`src/include/udi_pkg.sv`:
```
package udi_pkg;

  localparam int DATA_W = 32;
  localparam int ADDR_W = 8;
  localparam int REG_W = 8;

  // register indices; byte address is four times the index
  localparam logic [3:0] IDX_IN_EV = 4'h2;
  localparam logic [3:0] IDX_IN_EV_UP = 4'h3;
  localparam logic [3:0] IDX_OUT_EV = 4'h4;
  localparam logic [3:0] IDX_OUT_EV_UP = 4'h5;
  localparam logic [3:0] IDX_BUS_EV = 4'h6;
  localparam logic [3:0] IDX_IN_MASK = 4'h7;
  localparam logic [3:0] IDX_IN_MASK_UP = 4'h8;
  localparam logic [3:0] IDX_OUT_MASK = 4'h9;
  localparam logic [3:0] IDX_OUT_MASK_UP = 4'ha;
  localparam logic [3:0] IDX_BUS_MASK = 4'hb;

  // reset values
  localparam logic [7:0] RST_EVENTS = 8'h00;
  localparam logic [7:0] RST_IN_MASK = 8'hff;
  localparam logic [7:0] RST_IN_MASK_UP = 8'hff;
  localparam logic [7:0] RST_OUT_MASK = 8'hfe;
  localparam logic [7:0] RST_OUT_MASK_UP = 8'hff;
  localparam logic [7:0] RST_BUS_MASK = 8'h06;

  // implemented event bits of each event register
  localparam logic [7:0] IN_EV_USED = 8'h0f;
  localparam logic [7:0] OUT_EV_USED = 8'h0e;
  localparam logic [7:0] BUS_EV_USED = 8'h1f;

  // bus event register fields
  localparam int BUS_DP = 7;
  localparam int BUS_DM = 6;
  localparam int BUS_RSVD = 5;
  localparam int BUS_ATTACH = 4;
  localparam int BUS_SOF = 3;
  localparam int BUS_RESET = 2;
  localparam int BUS_RESUME = 1;
  localparam int BUS_SUSPEND = 0;

  // out endpoint bits 1 to 3
  localparam int OUT_EP_LO = 1;
  localparam int OUT_EP_HI = 3;

  function automatic logic [ADDR_W-1:0] reg_addr(input logic [3:0] idx);
    return {2'h0, idx, 2'h0};
  endfunction

  function automatic logic idx_is_reg(input logic [3:0] idx);
    return (idx >= IDX_IN_EV) && (idx <= IDX_BUS_MASK);
  endfunction

endpackage

```
`src/include/udi_reg_if.sv`:
```
`timescale 1ns/1ps
interface udi_reg_if;
  logic [3:0] idx;
  logic rd_setup;
  logic rd_done;
  logic wr_done;
  logic [7:0] wdata;
  logic [7:0] rdata;
  logic hit;

  modport slave (output idx, rd_setup, rd_done, wr_done, wdata, input rdata, hit);
  modport regs (input idx, rd_setup, rd_done, wr_done, wdata, output rdata, hit);
endinterface

```
`src/design/udi_top.sv`:
```
`timescale 1ns/1ps
module udi_top (
  input wire logic clk_in,
  input wire logic sys_rst_in,
  input wire logic psel_in,
  input wire logic penable_in,
  input wire logic pwrite_in,
  input wire logic [udi_pkg::ADDR_W-1:0] paddr_in,
  input wire logic [udi_pkg::DATA_W-1:0] pwdata_in,
  output logic [udi_pkg::DATA_W-1:0] prdata_out,
  output logic pready_out,
  output logic pslverr_out,
  input wire logic [3:0] in_ep_event_in,
  input wire logic [3:1] out_ep_event_in,
  input wire logic attach_detach_in,
  input wire logic sof_in,
  input wire logic bus_reset_in,
  input wire logic resume_in,
  input wire logic suspend_in,
  input wire logic positive_line_level_in,
  input wire logic negative_line_level_in,
  input wire logic resume_request_in,
  output logic irq_out,
  output logic suspend_mode_out
);

  typedef struct packed {
    logic [7:0] in_mask;
    logic [7:0] in_mask_up;
    logic [7:0] out_mask;
    logic [7:0] out_mask_up;
    logic [7:0] bus_mask;
    logic [7:0] captured;
    logic suspend_mode;
    logic irq;
  } udi_top_s;

  udi_top_s cur;
  udi_top_s next_cur;
  udi_reg_if regs ();

  logic [7:0] in_flags;
  logic [7:0] out_flags;
  logic [7:0] bus_flags;
  logic [7:0] in_set;
  logic [7:0] out_set;
  logic [7:0] bus_set;
  logic [7:0] in_clr;
  logic [7:0] out_clr;
  logic [7:0] bus_clr;
  logic [7:0] rd_mux;
  logic bus_read_done;

  udi_apb_slave u_apb (
    .clk_in(clk_in),
    .sys_rst_in(sys_rst_in),
    .psel_in(psel_in),
    .penable_in(penable_in),
    .pwrite_in(pwrite_in),
    .paddr_in(paddr_in),
    .pwdata_in(pwdata_in),
    .prdata_out(prdata_out),
    .pready_out(pready_out),
    .pslverr_out(pslverr_out),
    .bus(regs.slave)
  );

  // event sources
  assign in_set = {4'h0, in_ep_event_in};
  assign out_set = {4'h0, out_ep_event_in, 1'b0};
  always_comb begin
    bus_set = 8'h00;
    bus_set[udi_pkg::BUS_ATTACH] = attach_detach_in;
    bus_set[udi_pkg::BUS_SOF] = sof_in;
    bus_set[udi_pkg::BUS_RESET] = bus_reset_in;
    bus_set[udi_pkg::BUS_RESUME] = resume_in && cur.suspend_mode;
    bus_set[udi_pkg::BUS_SUSPEND] = suspend_in;
  end

  // only bits actually returned to software are cleared; later arrivals stay pending
  assign in_clr = (regs.rd_done && regs.idx == udi_pkg::IDX_IN_EV) ? cur.captured : 8'h00;
  assign out_clr = (regs.rd_done && regs.idx == udi_pkg::IDX_OUT_EV) ? cur.captured : 8'h00;
  assign bus_read_done = regs.rd_done && regs.idx == udi_pkg::IDX_BUS_EV;
  assign bus_clr = bus_read_done ? cur.captured : 8'h00;

  udi_event_bank #(.USED(udi_pkg::IN_EV_USED)) u_in_bank (
    .clk_in(clk_in),
    .sys_rst_in(sys_rst_in),
    .set_in(in_set),
    .clr_in(in_clr),
    .flags_out(in_flags)
  );

  udi_event_bank #(.USED(udi_pkg::OUT_EV_USED)) u_out_bank (
    .clk_in(clk_in),
    .sys_rst_in(sys_rst_in),
    .set_in(out_set),
    .clr_in(out_clr),
    .flags_out(out_flags)
  );

  udi_event_bank #(.USED(udi_pkg::BUS_EV_USED)) u_bus_bank (
    .clk_in(clk_in),
    .sys_rst_in(sys_rst_in),
    .set_in(bus_set),
    .clr_in(bus_clr),
    .flags_out(bus_flags)
  );

  // read mux
  always_comb begin
    rd_mux = 8'h00;
    unique case (regs.idx)
      udi_pkg::IDX_IN_EV: rd_mux = in_flags;
      udi_pkg::IDX_OUT_EV: rd_mux = out_flags;
      udi_pkg::IDX_IN_EV_UP, udi_pkg::IDX_OUT_EV_UP: rd_mux = 8'h00;
      udi_pkg::IDX_BUS_EV: begin
        rd_mux = bus_flags;
        rd_mux[udi_pkg::BUS_DP] = positive_line_level_in;
        rd_mux[udi_pkg::BUS_DM] = negative_line_level_in;
        rd_mux[udi_pkg::BUS_RSVD] = 1'b0;
      end
      udi_pkg::IDX_IN_MASK: rd_mux = cur.in_mask;
      udi_pkg::IDX_IN_MASK_UP: rd_mux = cur.in_mask_up;
      udi_pkg::IDX_OUT_MASK: rd_mux = cur.out_mask;
      udi_pkg::IDX_OUT_MASK_UP: rd_mux = cur.out_mask_up;
      udi_pkg::IDX_BUS_MASK: rd_mux = cur.bus_mask;
      default: rd_mux = 8'h00;
    endcase
  end

  assign regs.rdata = rd_mux;
  assign regs.hit = udi_pkg::idx_is_reg(regs.idx);

  always_comb begin
    next_cur = cur;
    if (regs.rd_setup) begin
      next_cur.captured = rd_mux;
    end
    if (regs.wr_done) begin
      unique case (regs.idx)
        udi_pkg::IDX_IN_MASK: next_cur.in_mask = regs.wdata;
        udi_pkg::IDX_IN_MASK_UP: next_cur.in_mask_up = regs.wdata;
        udi_pkg::IDX_OUT_MASK: next_cur.out_mask = regs.wdata;
        udi_pkg::IDX_OUT_MASK_UP: next_cur.out_mask_up = regs.wdata;
        udi_pkg::IDX_BUS_MASK: next_cur.bus_mask = regs.wdata;
        default: next_cur.in_mask = cur.in_mask;
      endcase
    end
    // entering suspend wins over a clear in the same cycle
    if (suspend_in) begin
      next_cur.suspend_mode = 1'b1;
    end else if (bus_read_done || resume_request_in) begin
      next_cur.suspend_mode = 1'b0;
    end
    // bus mask bits 1 and 0 gate resume and suspend like the others
    next_cur.irq = |(in_flags & cur.in_mask & udi_pkg::IN_EV_USED)
      || |(out_flags & cur.out_mask & udi_pkg::OUT_EV_USED)
      || |(bus_flags & cur.bus_mask & udi_pkg::BUS_EV_USED);
  end

  always_ff @(posedge clk_in) begin
    if (sys_rst_in) begin
      cur <= '{in_mask: udi_pkg::RST_IN_MASK,
               in_mask_up: udi_pkg::RST_IN_MASK_UP,
               out_mask: udi_pkg::RST_OUT_MASK,
               out_mask_up: udi_pkg::RST_OUT_MASK_UP,
               bus_mask: udi_pkg::RST_BUS_MASK,
               captured: 8'h00,
               suspend_mode: 1'b0,
               irq: 1'b0};
    end else begin
      cur <= next_cur;
    end
  end

  assign irq_out = cur.irq;
  assign suspend_mode_out = cur.suspend_mode;

  a_in_clear_read: assert property (@(posedge clk_in) disable iff (sys_rst_in)
    regs.rd_done && regs.idx == udi_pkg::IDX_IN_EV && in_ep_event_in == 4'h0
    |=> (in_flags & $past(cur.captured)) == 8'h00)
    else $error("in events not cleared by read");

  a_out_reserved_bit: assert property (@(posedge clk_in) disable iff (sys_rst_in)
    regs.rd_done && regs.idx == udi_pkg::IDX_OUT_EV && out_ep_event_in == 3'h0
    |=> out_flags == ($past(out_flags) & ~$past(cur.captured)) && !out_flags[0])
    else $error("out events wrong after read");

  a_live_lines: assert property (@(posedge clk_in) disable iff (sys_rst_in)
    regs.rd_setup && regs.idx == udi_pkg::IDX_BUS_EV
    |=> prdata_out[7:5] == {$past(positive_line_level_in), $past(negative_line_level_in), 1'b0})
    else $error("line levels not reported");

  a_attach_sets: assert property (@(posedge clk_in) disable iff (sys_rst_in)
    attach_detach_in |=> bus_flags[udi_pkg::BUS_ATTACH])
    else $error("attach event not flagged");

  a_sof_sets: assert property (@(posedge clk_in) disable iff (sys_rst_in)
    sof_in |=> bus_flags[udi_pkg::BUS_SOF])
    else $error("frame start not flagged");

  a_reset_sets: assert property (@(posedge clk_in) disable iff (sys_rst_in)
    bus_reset_in |=> bus_flags[udi_pkg::BUS_RESET])
    else $error("bus reset not flagged");

  a_resume_gated: assert property (@(posedge clk_in) disable iff (sys_rst_in)
    !bus_flags[udi_pkg::BUS_RESUME] |=> bus_flags[udi_pkg::BUS_RESUME] == $past(resume_in && cur.suspend_mode))
    else $error("resume flag wrong for suspend state");

  a_suspend_sets: assert property (@(posedge clk_in) disable iff (sys_rst_in)
    suspend_in |=> bus_flags[udi_pkg::BUS_SUSPEND] && suspend_mode_out)
    else $error("suspend not flagged");

  a_in_mask_reset: assert property (@(posedge clk_in)
    $past(sys_rst_in) && !sys_rst_in |-> cur.in_mask == 8'hff)
    else $error("in mask reset value wrong");

  a_out_mask_reset: assert property (@(posedge clk_in)
    $past(sys_rst_in) && !sys_rst_in |-> cur.out_mask == 8'hfe)
    else $error("out mask reset value wrong");

  a_bus_mask_reset: assert property (@(posedge clk_in)
    $past(sys_rst_in) && !sys_rst_in |-> cur.bus_mask == 8'h06 && cur.out_mask_up == 8'hff)
    else $error("bus mask reset value wrong");

  a_reserved_zero: assert property (@(posedge clk_in) disable iff (sys_rst_in)
    regs.rd_setup && (regs.idx == udi_pkg::IDX_IN_EV_UP || regs.idx == udi_pkg::IDX_OUT_EV_UP)
    |=> prdata_out == 32'h00000000 && !pslverr_out)
    else $error("reserved event register not zero");

  a_suspend_enable: assert property (@(posedge clk_in) disable iff (sys_rst_in)
    bus_flags[udi_pkg::BUS_SUSPEND] && cur.bus_mask[udi_pkg::BUS_SUSPEND] |=> irq_out)
    else $error("enabled suspend gives no interrupt");

  a_suspend_clear: assert property (@(posedge clk_in) disable iff (sys_rst_in)
    (bus_read_done || resume_request_in) && !suspend_in |=> !suspend_mode_out)
    else $error("suspend mode not cleared");

  a_irq_quiet: assert property (@(posedge clk_in) disable iff (sys_rst_in)
    (in_flags & cur.in_mask) == 8'h00 && (out_flags & cur.out_mask) == 8'h00
    && (bus_flags & cur.bus_mask) == 8'h00 |=> !irq_out)
    else $error("interrupt without enabled event");

endmodule // udi_top

```
`src/design/udi_event_bank.sv`:
```
`timescale 1ns/1ps
module udi_event_bank #(
  parameter logic [7:0] USED = 8'hff
) (
  input wire logic clk_in,
  input wire logic sys_rst_in,
  input wire logic [7:0] set_in,
  input wire logic [7:0] clr_in,
  output logic [7:0] flags_out
);

  typedef struct packed {
    logic [7:0] flags;
  } udi_bank_s;

  udi_bank_s cur;
  udi_bank_s next_cur;

  // a set arriving with the clear survives so no event is lost
  always_comb begin
    next_cur = cur;
    next_cur.flags = ((cur.flags & ~clr_in) | set_in) & USED;
  end

  always_ff @(posedge clk_in) begin
    if (sys_rst_in) begin
      cur <= '{flags: udi_pkg::RST_EVENTS};
    end else begin
      cur <= next_cur;
    end
  end

  assign flags_out = cur.flags;

  a_set_beats_clear: assert property (@(posedge clk_in) disable iff (sys_rst_in)
    (set_in & USED) != 8'h00 |=> (flags_out & $past(set_in & USED)) == $past(set_in & USED))
    else $error("event set lost against clear");

  a_unused_zero: assert property (@(posedge clk_in) disable iff (sys_rst_in)
    (flags_out & ~USED) == 8'h00)
    else $error("unimplemented event bit set");

endmodule // udi_event_bank

```
`src/design/udi_apb_slave.sv`:
```
`timescale 1ns/1ps
module udi_apb_slave (
  input wire logic clk_in,
  input wire logic sys_rst_in,
  input wire logic psel_in,
  input wire logic penable_in,
  input wire logic pwrite_in,
  input wire logic [udi_pkg::ADDR_W-1:0] paddr_in,
  input wire logic [udi_pkg::DATA_W-1:0] pwdata_in,
  output logic [udi_pkg::DATA_W-1:0] prdata_out,
  output logic pready_out,
  output logic pslverr_out,
  udi_reg_if.slave bus
);

  typedef struct packed {
    logic ready;
    logic err;
    logic [udi_pkg::DATA_W-1:0] rdata;
  } udi_apb_s;

  udi_apb_s cur;
  udi_apb_s next_cur;
  logic setup;
  logic done;
  logic addr_ok;

  assign setup = psel_in && !penable_in;
  assign done = psel_in && penable_in && cur.ready;
  assign addr_ok = (paddr_in[1:0] == 2'h0) && (paddr_in[7:6] == 2'h0);

  assign bus.idx = paddr_in[5:2];
  assign bus.wdata = pwdata_in[7:0];
  assign bus.rd_setup = setup && !pwrite_in && addr_ok;
  assign bus.rd_done = done && !pwrite_in && !cur.err;
  assign bus.wr_done = done && pwrite_in && !cur.err;

  // data and answer are prepared in the setup cycle so the access phase needs no wait
  always_comb begin
    next_cur = cur;
    next_cur.ready = 1'b0;
    if (setup) begin
      next_cur.ready = 1'b1;
      next_cur.err = !(addr_ok && bus.hit);
      next_cur.rdata = '0;
      if (!pwrite_in && addr_ok && bus.hit) begin
        next_cur.rdata = {24'h000000, bus.rdata};
      end
    end else if (done) begin
      next_cur.err = 1'b0;
      next_cur.rdata = '0;
    end
  end

  always_ff @(posedge clk_in) begin
    if (sys_rst_in) begin
      cur <= '{ready: 1'b0, err: 1'b0, rdata: 32'h00000000};
    end else begin
      cur <= next_cur;
    end
  end

  assign prdata_out = cur.rdata;
  assign pready_out = cur.ready;
  assign pslverr_out = cur.err;

  a_ready_after_setup: assert property (@(posedge clk_in) disable iff (sys_rst_in)
    psel_in && !penable_in |=> pready_out ##1 !pready_out)
    else $error("pready not one cycle after setup");

endmodule // udi_apb_slave

```
`config.mk`:
```
export PLATFORM = sky130hd
export DESIGN_NAME = udi_top
export DESIGN_NICKNAME = d
export VERILOG_FILES = /design/src/include/udi_pkg.sv /design/src/include/udi_reg_if.sv /design/src/design/udi_top.sv /design/src/design/udi_event_bank.sv /design/src/design/udi_apb_slave.sv
export SDC_FILE = /design/constraint.sdc
export NUM_CORES = 1
export LEC_CHECK = 0
export ABC_CLOCK_PERIOD_IN_PS = 4100
export BUFFER_PORTS_ARGS = -buffer_cell sky130_fd_sc_hd__buf_4
export CORE_ASPECT_RATIO = 1.5
export CORE_MARGIN = 4
export CORE_UTILIZATION = 58
export CTS_BUF_LIST = sky130_fd_sc_hd__clkbuf_2
export DETAILED_ROUTE_END_ITERATION = 7
export PLACE_DENSITY = 0.91
export SYNTH_ARGS = -nofsm -noshare
export SYNTH_HDL_FRONTEND = slang
export SYNTH_SLANG_ARGS = --single-unit
```
`constraint.sdc`:
```
create_clock -name clk_in -period 4.1 [get_ports clk_in]
set_input_delay 0.205 -clock clk_in [delete_from_list [all_inputs] [get_ports clk_in]]
set_output_delay 0.205 -clock clk_in [all_outputs]
set_load 0.01 [all_outputs]
```
==> results of run 1 <==
[critical path, cell delays in order (launching register included)]
cell      delay, ps
dfxtp_1         360
nand4b_2        300
nor4_4          770
mux2i_1         260
nor2_1           50
[sequential cells by signal, indices dropped and copies added (netlist names), 3 cells and up]
register / count
cur: 45
u_apb.prdata_out: 8
u_bus_bank.flags_out: 5
u_in_bank.flags_out: 4
u_out_bank.flags_out: 3
[metal layers]
metal,track usage [%],vias to the layer above,share of wire (%)
li1,-,1415,-
met3,5.217,26,7.1
met4,11.14,0,3.3
met2,40.39,142,52
met5,0,-,0
met1,26.29,1367,37
[stage by stage]
step / setup slack, ps / instance area (µm²) / utilization, %
6_report: 2254 / 3961 / 68.47
5_1_grt: 2120 / 3961 / 68.47
4_1_cts: 2226 / 3961 / 68.47
3_3_place_gp: 2094 / 3611 / 62.41
3_5_place_dp: 2012 / 3611 / 62.41
2_1_floorplan: 2637 / 3513 / -
[final timing paths]
check                                          end  depth (start not counted)  slack [ps]                        startpoint
setup / recovery              cur[26]$_SDFFE_PP0P_                          4        2250    u_apb.pslverr_out$_SDFFE_PP0P_
hold reg to reg   u_apb.prdata_out[2]$_SDFFE_PP0P_                          2         470  u_apb.prdata_out[2]$_SDFFE_PP0P_
hold / removal       suspend_mode_out$_SDFFE_PP0P_                          4          30                 resume_request_in
setup reg to reg              cur[26]$_SDFFE_PP0P_                          4        2250    u_apb.pslverr_out$_SDFFE_PP0P_
[layout by cell type, fill, tap and decap left out, types with 2 or more instances in the layout]
cell type / Yosys / final
dfxtp_1: 69 / 69
buf_4: 27 / 47
nor2_1: 42 / 42
a21oi_1: 31 / 31
nor3_1: 29 / 29
conb_1: 1 / 24
dlygate4sd3_1: 0 / 22
nand2_1: 19 / 19
inv_1: 13 / 13
mux2i_1: 12 / 12
clkbuf_2: 0 / 11
o21ai_1: 9 / 9
a211o_1: 8 / 8
o21ai_0: 7 / 7
a22o_1: 6 / 6
nand3b_1: 4 / 4
mux4_2: 4 / 4
a211oi_2: 4 / 4
mux2_2: 4 / 4
and4b_1: 4 / 4
a221oi_1: 4 / 4
nor3b_1: 4 / 4
a211oi_1: 4 / 4
nand2b_1: 3 / 3
nand4_1: 3 / 3
nor3b_2: 2 / 2
and2_1: 2 / 2
nor2b_1: 2 / 2
and2_0: 2 / 2
a41oi_1: 2 / 2
nor4_4: 2 / 2
a32oi_1: 2 / 2
nor4bb_1: 2 / 2
bufinv_16: 0 / 2
clkinv_1: 0 / 2
[cells in the mapped netlist (2+ instances only)]
cell / n / share of area [%]
mux4_2: 4 / 2.6
nor4bb_1: 2 / 0.58
nand3b_1: 4 / 0.88
mux2_2: 4 / 1.3
and2_1: 2 / 0.37
a211oi_2: 4 / 1.5
mux2i_1: 12 / 3.5
a22o_1: 6 / 1.5
clkbuf_1: 5 / 0.55
a21oi_1: 31 / 4.5
dfxtp_1: 69 / 40
buf_4: 27 / 5.9
and2_0: 2 / 0.37
nand4_1: 3 / 0.55
nor2b_1: 2 / 0.37
nand2_1: 19 / 2.1
nor4_4: 2 / 1.2
o21ai_0: 7 / 1.0
buf_2: 6 / 0.88
nor2_1: 42 / 4.6
a41oi_1: 2 / 0.51
a221oi_1: 4 / 1.0
and4b_1: 4 / 1.2
nand2b_1: 3 / 0.55
nor3b_1: 4 / 0.88
a32oi_1: 2 / 0.51
a211o_1: 8 / 2.0
a211oi_1: 4 / 0.88
nor3b_2: 2 / 0.73
buf_6: 8 / 2.6
o21ai_1: 9 / 1.3
nor3_1: 29 / 4.2
inv_1: 13 / 1.4
[layout make-up]
class                   count  area, µm²
clock inverters             5      75.07
well taps                  72      90.09
flip-flops and latches     69       1381
clock buffers              11      55.05
fillers                   427       1824
inverters                  14      52.55
multi-input cells         266       1734
repair buffers             69      573.1
[power groups by stage]
| stage | Combinational [W] | Sequential [W] | Clock [W] |
|---|---|---|---|
| 6_report | 0.000163 | 0.000693 | 0.000443 |
| 5_1_grt | 0.000176 | 0.000695 | 0.000474 |
| 4_1_cts | 0.000160 | 0.000693 | 0.000446 |
| 3_5_place_dp | 0.000143 | 0.000706 | 0 |
| 3_3_place_gp | 0.000140 | 0.000706 | 0 |
| 2_1_floorplan | 0.000111 | 0.000704 | 0 |
[logic make-up (layout without fill, tap and decap cells)]
family / count (synthesis) / after routing
AOI/OAI and AO/OA: 89 / 89
and+or+nand+nor: 132 / 132
buffers and inverters: 61 / 99
muxes: 20 / 20
other: 1 / 24
DFF: 69 / 69
adders and majority gates: 1 / 1
==> impl_metrics.json, run 1 <==
{
  "setup_viol_count_final": 0,
  "finalSetupTns_ps": 0,
  "p_leak_nw": 1.628,
  "drc": 0,
  "via_count": 2950,
  "end_kind": "flip-flop",
  "synth_top_flop_cell": "dfxtp_1",
  "avgSynthCellArea_um2": 9.188,
  "muxShareOfSynthArea_pct": 7.448,
  "synth_seq_area_share_pct": 40.31,
  "die_y_um": 102.1,
  "rsz0062_at_grt": "no",
  "synth_warnings": 0,
  "slew_violations": 0,
  "ir_worst_vdd_mv": 0.2358,
  "ctsResizeCount": 0,
  "cp_data_required_time_ps": 4500,
  "insertion_delay_ps": 520,
  "cts_buffers": 9,
  "fin_skew_ps": 19.94,
  "yosys.area_share.simple_pct": 22.23,
  "seqPwrFrac_pct": 53.4,
  "synth_cell_types": 61,
  "p_per_area_mw_per_mm2": 327.8,
  "syn_inst": 373,
  "grtUsageTotal_pct": 23.02,
  "synth_top_family_by_area": "simple AND/OR/NAND/NOR gates",
  "port_buffers": 47,
  "syn2layout_area_growth_pct": 15.59,
  "synth_edf_count": 0,
  "path_clk_slew_ps": 190,
  "wl_per_cell_um": 16.30,
  "vias_per_cell": 5.830,
  "cts_tree": "done",
  "holdCritPathClass": "input pin to flip-flop",
  "grt_pass1_vias": 2814,
  "maxClockFrequency_mhz": 541.8,
  "fin_crit_sh_pct": 45.02,
  "hpwl_mm": 5.726,
  "hold_slack_ps": 25.24,
  "drv_cap": 0,
  "io_pins": 96,
  "htreeDepth": 3,
  "grt_pass1_wl_mm": 13.23,
  "setup.worst_path.start_class": "flip-flop",
  "crit_arrival_ps": 2250,
  "critPathKind": "flip-flop to flip-flop",
  "p_total_w": 0.001299,
  "die-area_mm2": 0.007228,
  "antenna_cells": 0,
  "grt_overflow": 0,
  "async_flop_share_pct": 0,
  "die_w_um": 70.76,
  "report.final.hold_viol_count": 0,
  "cts_sinks": 69,
  "cts-root-buf": "clkbuf_2",
  "fin_crit_ps": 1846,
  "cts_buffer_depth": 2,
  "power_frac_comb_pct": 12.5,
  "synth_xor_area_share_pct": 0,
  "switching_share_pct": 26.19,
  "gp_congestion": 0.8771,
  "postCtsSetupRepairBufs": 0,
  "synthesis.area_mm2": 0.003427,
  "rows": 34,
  "drt-total-wl_mm": 8.246,
  "p_sw_w": 0.0003402,
  "p_clk_share_pct": 34.1,
  "placed_cells": 468,
  "ys_ff_latch": 69,
  "nNetsFinal": 489,
  "yosys.area_share.adder_pct": 0.2921,
  "maxSlewHeadroom_pct": 41.60,
  "power.internal_w": 0.0009585,
  "drt_pass1_iterations": 5,
  "first_iter_violations": 394,
  "cts_hold_buf": 22,
  "status": "finished clean",
  "tightest_slew_ps": 869.5,
  "stdcell_count": 506,
  "core_area_mm2": 0.005786,
  "drive_gt1_share_pct": 20.28,
  "grt_max_degree": 69,
  "start_util_pct": 59.23,
  "antenna_left": 0,
  "synth_compound_area_share_pct": 18.00,
  "antenna_found_initial": 0,
  "crit_fanout": 15
}
(Power assumes the default switching activity.)
==> run 2, diff against run 1 <==
- ABC_AREA: not set -> 1
- ABC_CLOCK_PERIOD_IN_PS: 4100 -> 1900
- CORE_UTILIZATION: 58 -> 54
- PLACE_DENSITY: 0.91 -> 0.87
- clock period: 4.1 -> 1.9 ns (I/O delays scaled with it)
==> run 2 against run 1 <==
- combinational power rose by 110%
- clock skew shrank 1.5 ps
- die area is 4.2% higher
- critical path type unchanged
- largest cell class unchanged
==> impl_metrics.json, run 2 <==
{
  "status": "finished clean",
  "vias_per_cell": 5.313,
  "cts-root-buf": "clkbuf_2",
  "drc": 0,
  "die_y_um": 104.3,
  "place_ws_ps": 257.2,
  "synth_edf_count": 0,
  "drt-total-wl_mm": 9.103,
  "synth_compound_area_share_pct": 7.643,
  "async_flop_share_pct": 0,
  "htreeDepth": 3,
  "core_area_mm2": 0.005913,
  "synth_warnings": 0,
  "ir_worst_vdd_mv": 0.4529,
  "report.final.hold_viol_count": 0,
  "seqPwrFrac_pct": 53.1,
  "antenna_cells": 0,
  "synthesis.area_mm2": 0.003339,
  "p_leak_nw": 1.962,
  "dpl_cell_area_mm2": 0.003655,
  "synth_area_leaders": "dfxtp_1 41%, nand2_1 18%, nand3_1 11%",
  "finalSetupTns_ps": 0,
  "synth_common_cells": "163 x nand2_1, 76 x nand3_1, 69 x dfxtp_1",
  "io_pins": 96,
  "most-common-layout-cells": "162 x nand2_1, 76 x nand3_1, 69 x dfxtp_1",
  "critPathMaxStageDelay_ps": 570,
  "crit_chain": "nand2_1 > nor3_2 > nand2_2 > o21ai_0 > a21oi_1 > dlygate4sd3_1",
  "grt_pass1_vias": 3210,
  "fin_crit_sh_pct": 90.89,
  "antenna_found_initial": 0,
  "drv_cap": 0,
  "synth_cell_types": 27,
  "maxClockFrequency_mhz": 579.1,
  "drive_gt1_share_pct": 18.17,
  "synth_top_family_by_area": "simple AND/OR/NAND/NOR gates",
  "nFillCells": 497,
  "rsz0062_at_grt": "no",
  "p_clk_share_pct": 34.5,
  "p_sw_w": 0.0007716,
  "avgSynthCellArea_um2": 6.900,
  "first_iter_violations": 346,
  "die-area_mm2": 0.007532,
  "port_buffers": 47,
  "slowest_stage": "dlygate4sd3_1",
  "yosys.area_share.adder_pct": 0,
  "setup_ws_ps": 173.1,
  "wl_per_cell_um": 14.25,
  "cts_sinks": 69,
  "insertion_delay_ps": 550,
  "p_per_area_mw_per_mm2": 691.8,
  "die_w_um": 72.21,
  "yosys.cell_count.top_type": "nand2_1",
  "grtUsageTotal_pct": 24.87,
  "cts_tree": "done",
  "synth_top_area_cell": "dfxtp_1",
  "largest-register": "cur",
  "ys_ff_latch": 69,
  "slew_violations": 0,
  "p_total_w": 0.002818,
  "gp_congestion": 0.9537,
  "grt_max_degree": 41,
  "cp_data_required_time_ps": 2350,
  "setup.worst_path.start_class": "flip-flop",
  "start_util_pct": 56.47,
  "critPathKind": "flip-flop to flip-flop",
  "syn_inst": 484,
  "synth_xor_area_share_pct": 0,
  "hpwl_mm": 6.311,
  "mostFrequentLayoutCell": "nand2_1",
  "cts_buffers": 9,
  "drt_pass1_iterations": 5,
  "largest_register_ffs": 45,
  "fin_crit_ps": 1727,
  "holdCritPathClass": "input pin to flip-flop",
  "setup_viol_count_final": 0,
  "synth_seq_area_share_pct": 41.36,
  "antenna_left": 0,
  "via_count": 3395,
  "switching_share_pct": 27.38,
  "cts_buffer_depth": 2,
  "end_kind": "flip-flop",
  "grt_overflow": 0,
  "nNetsFinal": 622,
  "synth.top_cell.area_share_pct": 41.36,
  "syn2layout_area_growth_pct": 21.99,
  "crit_fanout": 4,
  "grt_pass1_wl_mm": 14.88,
  "fin_skew_ps": 18.49,
  "rows": 34,
  "design_area_mm2": 0.004074,
  "muxShareOfSynthArea_pct": 0,
  "path_clk_slew_ps": 190,
  "synth_top_flop_cell": "dfxtp_1",
  "power.internal_w": 0.002047,
  "yosys.area_share.simple_pct": 39.87,
  "crit_arrival_ps": 2180,
  "power_frac_comb_pct": 12.4
}
-- run 2: cell types whose count changed in the layout (fill, tap and decap cells not counted), moves of 6 or more --
| cell | change |
|---|---|
| a211o_1 | -8 |
| a21oi_1 | -8 |
| a22o_1 | -6 |
| buf_4 | +7 |
| clkinv_2 | +6 |
| mux2i_1 | -12 |
| nand2_1 | +143 |
| nand3_1 | +76 |
| nor2_1 | +6 |
| nor3_1 | -28 |
| o21ai_1 | -9 |
-- run 2: repair_timing --
item,in CTS,in global routing
endpoints found under the setup margin,0,8
buffers inserted,0,0
resized for setup,0,4
hold buffers,26,1
hold endpoints to repair,69,4
-- run 2: cells by family after synthesis --
kind of cell	after synthesis
AO/OA/AOI/OAI	45
buffers and inverters	63
flip-flops	69
other	1
AND/OR/NAND/NOR	306
-- run 2: stage by stage --
stage / std cells / hold WS (ps) / utilization (%)
after global routing: 639 / 20.81 / 68.90
final: 639 / 1.549 / 68.90
after floorplan: 507 / 172.6 / -
after global placement: 596 / 278.1 / 61.81
after detailed placement: 596 / 295.3 / 61.81
after CTS: 638 / 12.74 / 68.49
-- run 2: final timing paths --
check,slack [ps],endpoint,cells after the start,startpoint
setup reg to reg,170,suspend_mode_out$_SDFFE_PP0P_,6,u_apb.pready_out$_SDFF_PP0_
setup / recovery,170,suspend_mode_out$_SDFFE_PP0P_,6,u_apb.pready_out$_SDFF_PP0_
hold reg to reg,480,cur[19]$_SDFFE_PP1P_,2,cur[19]$_SDFFE_PP1P_
hold / removal,2,u_apb.prdata_out[1]$_SDFFE_PP0P_,6,paddr_in[0]
-- run 2: layout make-up --
class	count	area, µm²	share of cell area [%]
Clock inverter	7	90.09	2.211
Sequential cell	69	1381	33.91
Clock buffer	9	45.04	1.106
Multi-Input combinational cell	375	1690	41.49
Timing Repair Buffer	81	675.6	16.58
Inverter	26	101.3	2.488
Tap cell	72	90.09	2.211
-- run 2: worst max-delay path: cells and delay by family, from the launching register on --
family	cells	cell delay [ps]
AO/OA/AOI/OAI	2	260
buffers and inverters	1	570
flip-flops	1	410
AND/OR/NAND/NOR	3	400
-- run 2: per-layer routing --
layer  wire, µm  part of all wire, %  global-route usage (%)  up-vias
met5          0                    0                       0        -
met4        375                  4.1                   14.11        0
met3        644                  7.1                   3.482       36
met2       4520                   50                   42.50      175
met1       3562                   39                   28.75     1522
li1           -                    -                       -     1662
-- run 2: power by group through the flow --
stage	clock [W]	combinational, W	sequential [W]
2_1_floorplan	0	0.000206	0.00152
3_3_place_gp	0	0.000288	0.00152
3_5_place_dp	0	0.000293	0.00152
4_1_cts	0.000969	0.000337	0.00149
5_1_grt	0.00104	0.000380	0.00150
6_report	0.000973	0.000349	0.00150
